## config.mk

```make
export PLATFORM = sky130hd
export DESIGN_NAME = dsl_host_flat
export DESIGN_NICKNAME = d
export VERILOG_FILES = /design/src/dsl_pkg.sv /design/src/dsl_link_if.sv /design/src/dsl_host.sv /design/src/flat_wrapper.sv
export SDC_FILE = /design/constraint.sdc
export NUM_CORES = 1
export LEC_CHECK = 0
export ABC_CLOCK_PERIOD_IN_PS = 4500
export BUFFER_PORTS_ARGS = -buffer_cell sky130_fd_sc_hd__buf_4
export CORE_MARGIN = 5
export CORE_UTILIZATION = 25
export DETAILED_ROUTE_END_ITERATION = 12
export PLACE_DENSITY_LB_ADDON = 0.1
export REMOVE_ABC_BUFFERS = 1
export SYNTH_ARGS = -nofsm -noshare
export SYNTH_HDL_FRONTEND = slang
export SYNTH_SLANG_ARGS = --single-unit
```

## constraint.sdc

```tcl
create_clock -name CLK -period 4.5 [get_ports CLK]
set_clock_uncertainty 0.2 [all_clocks]
set_input_delay 0 -clock CLK [delete_from_list [all_inputs] [get_ports CLK]]
set_output_delay 0 -clock CLK [all_outputs]
set_load 0.02 [all_outputs]
```

## src/dsl_pkg.sv

```systemverilog
// Package for the serial converter load link: widths, variants and host timing.
// Assumes both ends and the interface are compiled after it.
package dsl_pkg;
  // Word shifted per frame and code widths of the two variants
  localparam int WORD_BITS = 16;
  localparam int WIDE_BITS = 16;
  localparam int NARROW_BITS = 14;
  localparam int BYTE_BITS = 8;
  // Variant select values
  localparam logic [0:0] VARIANT_WIDE = 1'h0;
  localparam logic [0:0] VARIANT_NARROW = 1'h1;
  // System clock period and link clock half period produced by the host
  localparam int CLK_PERIOD_NS = 10;
  localparam int LINK_HALF_NS = 60;
  localparam int LINK_HALF_CYCLES = (LINK_HALF_NS + CLK_PERIOD_NS - 1) / CLK_PERIOD_NS;
  localparam logic [3:0] LINK_HALF_LAST = 4'(LINK_HALF_CYCLES - 1);
  localparam logic [4:0] BIT_COUNT_LAST = 5'(WORD_BITS - 1);
  // Host sequencer states, one-hot
  typedef enum logic [4:0] {
    ST_IDLE = 5'h01,
    ST_SETUP = 5'h02,
    ST_HIGH = 5'h04,
    ST_LOW = 5'h08,
    ST_STROBE = 5'h10
  } dsl_state_t;
endpackage

```

## src/dsl_link_if.sv

```systemverilog
// Interface carrying the three-wire serial load link between host and converter.
// Assumes one driver per instance: the host drives all three wires of if0, the bench those of if1.
`timescale 1ns/1ns
interface dsl_link_if;
  logic select_n;
  logic serial_in;
  logic link_clk;
  modport host (output select_n, output serial_in, output link_clk);
  modport device (input select_n, input serial_in, input link_clk);
endinterface

```

## src/dsl_host.sv

```systemverilog
// Host end: sends one 16-bit word MSB first as two bytes, then strobes select.
// Assumes requests come from logic on the same clock.
`timescale 1ns/1ns
module dsl_host (
  input wire logic CLK,
  input wire logic RST_B,
  dsl_link_if.host LINK,
  input wire logic SEND_VALID,
  input wire logic [dsl_pkg::WORD_BITS-1:0] SEND_WORD,
  output logic SEND_READY,
  output logic SEND_DONE
);
  dsl_pkg::dsl_state_t state;
  dsl_pkg::dsl_state_t next_state;
  logic [dsl_pkg::WORD_BITS-1:0] word;
  logic [dsl_pkg::WORD_BITS-1:0] next_word;
  logic [3:0] tick;
  logic [3:0] next_tick;
  logic [4:0] bits;
  logic [4:0] next_bits;
  logic next_sel_n;
  logic next_sdo;
  logic next_sck;
  logic next_done;
  logic tick_end;

  assign tick_end = (tick == dsl_pkg::LINK_HALF_LAST);
  assign SEND_READY = (state == dsl_pkg::ST_IDLE);

  // Sequencer: divider-paced half periods of the link clock
  always_comb begin
    next_state = state;
    next_word = word;
    next_tick = tick_end ? 4'h0 : tick + 4'h1;
    next_bits = bits;
    next_sel_n = LINK.select_n;
    next_sdo = LINK.serial_in;
    next_sck = LINK.link_clk;
    next_done = 1'b0;
    case (state)
      dsl_pkg::ST_IDLE: begin
        next_tick = 4'h0;
        if (SEND_VALID) begin
          next_word = SEND_WORD; // Upper byte leads, then lower byte
          next_bits = 5'h0;
          next_sel_n = 1'b0;
          next_sdo = SEND_WORD[dsl_pkg::WORD_BITS-1]; // MSB first
          next_state = dsl_pkg::ST_SETUP;
        end
      end
      dsl_pkg::ST_SETUP: begin
        if (tick_end) begin
          next_sck = 1'b1; // Data stable before rising edge
          next_state = dsl_pkg::ST_HIGH;
        end
      end
      dsl_pkg::ST_HIGH: begin
        if (tick_end) begin
          next_sck = 1'b0;
          next_word = {word[dsl_pkg::WORD_BITS-2:0], 1'b0};
          next_sdo = word[dsl_pkg::WORD_BITS-2];
          next_state = (bits == dsl_pkg::BIT_COUNT_LAST) ? dsl_pkg::ST_LOW : dsl_pkg::ST_SETUP;
          next_bits = bits + 5'h1;
        end
      end
      dsl_pkg::ST_LOW: begin
        if (tick_end) begin
          next_sel_n = 1'b1; // Clock held low through the strobe
          next_state = dsl_pkg::ST_STROBE;
        end
      end
      dsl_pkg::ST_STROBE: begin
        if (tick_end) begin
          next_done = 1'b1;
          next_state = dsl_pkg::ST_IDLE;
        end
      end
      default: begin
        next_state = dsl_pkg::ST_IDLE;
        next_sel_n = 1'b1;
        next_sck = 1'b0;
      end
    endcase
  end

  // Registers of the sequencer and link pins
  always_ff @(posedge CLK or negedge RST_B) begin
    if (!RST_B) begin
      state <= dsl_pkg::ST_IDLE;
      word <= '0;
      tick <= 4'h0;
      bits <= 5'h0;
      LINK.select_n <= 1'b1;
      LINK.serial_in <= 1'b0;
      LINK.link_clk <= 1'b0;
      SEND_DONE <= 1'b0;
    end else begin
      state <= next_state;
      word <= next_word;
      tick <= next_tick;
      bits <= next_bits;
      LINK.select_n <= next_sel_n;
      LINK.serial_in <= next_sdo;
      LINK.link_clk <= next_sck;
      SEND_DONE <= next_done;
    end
  end
endmodule

```

## src/flat_wrapper.sv

```systemverilog
// flat-port wrapper written by rule: the top's interface ports become plain ports
module dsl_host_flat 
  (CLK, RST_B, SEND_VALID, SEND_WORD, SEND_READY, SEND_DONE, LINK_select_n, LINK_serial_in, LINK_link_clk);
  dsl_link_if LINK_i ();
  input wire logic CLK;
  input wire logic RST_B;
  input wire logic SEND_VALID;
  input wire logic [dsl_pkg::WORD_BITS-1:0] SEND_WORD;
  output logic SEND_READY;
  output logic SEND_DONE;
  output wire logic [$bits(LINK_i.select_n)-1:0] LINK_select_n;
  output wire logic [$bits(LINK_i.serial_in)-1:0] LINK_serial_in;
  output wire logic [$bits(LINK_i.link_clk)-1:0] LINK_link_clk;
  assign LINK_select_n = LINK_i.select_n;
  assign LINK_serial_in = LINK_i.serial_in;
  assign LINK_link_clk = LINK_i.link_clk;
  dsl_host u_core (.CLK(CLK), .RST_B(RST_B), .LINK(LINK_i), .SEND_VALID(SEND_VALID), .SEND_WORD(SEND_WORD), .SEND_READY(SEND_READY), .SEND_DONE(SEND_DONE));
endmodule
```

==> results_dict.tcl <==
set metrics [dict create \
    crit_cells 4 \
    finalHoldViolations 0 \
    port_buffers 23 \
    cts-root-buf "clkbuf_8" \
    postSynthRegisterBits 33 \
    grt_pass1_vias 1548 \
    cp-start-kind "flip-flop" \
    p_int_mw 0.6785 \
    clock_sinks 33 \
    pre_cts_ws_ns 1.869 \
    slowest_delay_ns 0.64 \
    placedCellCount 267 \
    pwr-share-comb_pct 34.2 \
    outcome "completed" \
    cp_common_cell "or3_1" \
    mostFrequentLayoutCell "dfrtp_1" \
    avgSynthCellArea_um2 9.272 \
    route.detailed.vias_per_inst 4.966 \
    grtUsageTotal_pct 10.08 \
    ff2ff_path_depth 4 \
    utilization_pct 33.46 \
    post-cts-setup-buffer-count 0 \
    rsz0062_at_grt "no" \
    synth_area_um2 1650 \
    post-route-drc-count 0 \
    required_ns 4.49 \
    cap_viol_max_count 0 \
    p_clk_share_pct 20.0 \
    power_frac_seq_pct 45.8 \
    h-tree-depth 2 \
    clkTransAtPathRegs_ns 0.08 \
    synthCells 178 \
    r2r_setup_slack_ns 1.84 \
    power_leakage_nw 0.9111 \
    ctsResizeCount 0 \
    synth_cell_types 43 \
    avgRoutedWirePerCell_um 13.80 \
    drtIter0Drc 71 \
    cp-end-kind "flip-flop" \
    p_per_area_nw_per_um2 500.5 \
    setup_viol 0 \
    fin_ws_ns 1.844 \
    num_vias 1455 \
    dp_hpwl_um 2659 \
    core_area_um2 6386 \
    nFillCells 673 \
    instances_no_fill 293 \
    tritoncts "yes" \
    core.rowCount 29 \
    die_h_um 91.25 \
    p_switching_mw 0.3911 \
    finalCritPeriodShare_pct 59.02 \
    arrival_ns 2.65 \
    hp-class "in2async" \
    ys_warn_count 0 \
    switching_share_pct 36.56 \
    grt-ovfl-total 0 \
    reg2reg_to "u_core.bits[3]$_DFFE_PN0P_" \
    drtPass1Iterations 4 \
    crit_chain "or4b_4 -> or3_1 -> or3_1 -> a21oi_1" \
    cts_made_buffers 5 \
    maxSlewHeadroom_pct 28.44 \
    maxSlewViolCount 0 \
    clock_latency_ns 0.28 \
    crit_family "simple AND/OR/NAND/NOR gates" \
    design_area_um2 2137 \
    crit_end "u_core.bits[3]$_DFFE_PN0P_" \
    antenna_left 0 \
    slowest_stage "or3_1" \
    die_w_um 91.25 \
    cts_max_path_buffers 2 \
    start_util_pct 25.84 \
    diodes 0 \
    grt_max_degree 34 \
    period_minus_slack_ns 2.656 \
    mostFrequentLayoutCells "dfrtp_1 (31), nor2_1 (23), buf_4 (23), dlygate4sd3_1 (18), nor3_1 (16)" \
    tightest_slew_ns 1.068 \
    cp_max_fo 22 \
    grt_pass1_wl_um 6824 \
    r2r-start "u_core.state[4]$_DFFE_PN0P_" \
    io_pins 24 \
    die_area_um2 8327 \
    place.gp.congestion 0.7890 \
    path_class "reg2reg" \
    grt_antenna_before_repair 0 \
    drive_gt1_share_pct 14.81 \
    wl_um 4044 \
    synth_seq_area_share_pct 50.19 \
    fmax_ghz 0.3765 \
    postPlaceCellArea_um2 1877 \
    path_buf_inv 0 \
    ir_drop_mv 0.1897 \
    fin_nets 238 \
    fin_setup_tns_ns 0 \
    area_growth_pct 29.49 \
    startpoint "u_core.state[4]$_DFFE_PN0P_" \
]
[what timing repair did]
action	4_1_cts	5_1_grt
setup endpoints to repair	0	0
hold endpoints to repair	51	0
hold buffers	18	0
[through the flow]
stage | hold slack (ns) | total power, mW
after floorplan | -0.4956 | 0.7279
after global placement | -0.2243 | 0.8406
after detailed placement | -0.2156 | 0.8516
after CTS | 0.02827 | 1.087
after global routing | 0.05829 | 1.161
final | 0.004199 | 1.070
[state kept, by name, indices dropped and copies added, names as in the netlist]
signal and flops:
u_core.state 5, u_core.LINK.select_n 1, u_core.word 15, u_core.tick 4, u_core.LINK.serial_in 1, u_core.SEND_DONE 1
u_core.bits 5, u_core.LINK.link_clk 1
[cell families (layout without fill, tap and decap cells)]
logic type	Yosys count	after routing	share of synthesized area, %
flops	33	33	50.19
buf+inv	17	55	3.942
xor+xnor	5	5	2.653
compound gates	43	43	16.76
fa+ha+maj	4	4	3.033
simple gates	76	76	23.43
[Yosys cell counts]
library cell,number,area [um2]
a22o_1,1,8.760
a221oi_1,1,8.760
a31oi_1,2,12.51
nor3b_1,2,15.01
a21oi_1,5,25.02
a41oi_1,1,8.760
or3_1,3,18.77
nor3_1,16,80.08
buf_1,1,3.750
o221ai_1,1,8.760
nand4_1,1,6.260
nand2b_1,1,6.260
nand3b_1,1,7.510
dfrtp_1,31,775.7
a21boi_0,1,7.510
nor4b_1,1,8.760
or4_1,1,7.510
xnor2_1,1,8.760
xor2_1,4,35.03
nor3_2,1,10.01
a211oi_1,1,7.510
nand2_1,10,37.54
o311ai_0,1,8.760
ha_1,4,50.05
and3_1,2,12.51
clkbuf_1,9,33.78
a2111oi_0,1,8.760
nand3_1,8,40.04
dfstp_2,2,52.55
a21o_1,1,7.510
o22ai_1,15,93.84
o21ai_0,9,45.04
o211ai_1,1,7.510
and3b_1,1,8.760
o2111ai_1,1,8.760
and2_1,1,6.260
inv_1,6,22.52
nor2_1,23,86.33
nor2b_1,2,12.51
or4b_4,1,13.76
buf_2,1,5.000
and4_1,1,8.760
o2bb2ai_1,1,8.760
[metal layers]
| layer | vias up | share of wire (%) | global-route usage, % |
|---|---|---|---|
| met5 | - | 0 | 0 |
| met4 | 0 | 1.1 | 4.645 |
| met3 | 7 | 4.4 | 2.479 |
| met2 | 33 | 47 | 16.71 |
| met1 | 696 | 47 | 12.28 |
| li1 | 719 | - | - |
[worst min-delay path by stage]
stage	slack [ns]	end	depth (start not counted)	from
global route	0.06	u_core.state[2]$_DFFE_PN0P_	2	RST_B
finish	0.004	u_core.LINK.link_clk$_DFFE_PN0P_	2	RST_B
global placement	-0.22	u_core.LINK.link_clk$_DFFE_PN0P_	1	RST_B
CTS	0.03	u_core.LINK.link_clk$_DFFE_PN0P_	2	RST_B
floorplan	-0.50	u_core.LINK.link_clk$_DFFE_PN0P_	0	RST_B
detailed placement	-0.22	u_core.LINK.link_clk$_DFFE_PN0P_	1	RST_B
[worst reg2reg max path: cells and delay by family, from the launching register on]
family / cells / cell delay, ns
DFF: 1 / 0.54
AOI/OAI and AO/OA: 1 / 0.15
and+or+nand+nor: 3 / 1.67
[power by group through the flow]
| stage | Sequential (mW) | Clock, mW | Combinational [mW] |
|---|---|---|---|
| final | 0.490 | 0.214 | 0.366 |
| after global routing | 0.502 | 0.240 | 0.419 |
| after CTS | 0.490 | 0.226 | 0.371 |
| after detailed placement | 0.494 | 0 | 0.357 |
| after global placement | 0.488 | 0 | 0.352 |
| after floorplan | 0.485 | 0 | 0.243 |
[area by class of cell]
class                           count  area [um2]  share of cell area [%]
Clock buffer                        8       80.08                   3.747
Inverter                            6       22.52                   1.054
Multi-Input combinational cell    128       757.0                   35.42
Sequential cell                    33       828.3                   38.76
Tap cell                           77       96.34                   4.508
Timing Repair Buffer               41       352.8                   16.51
(Power assumes the default switching activity.)
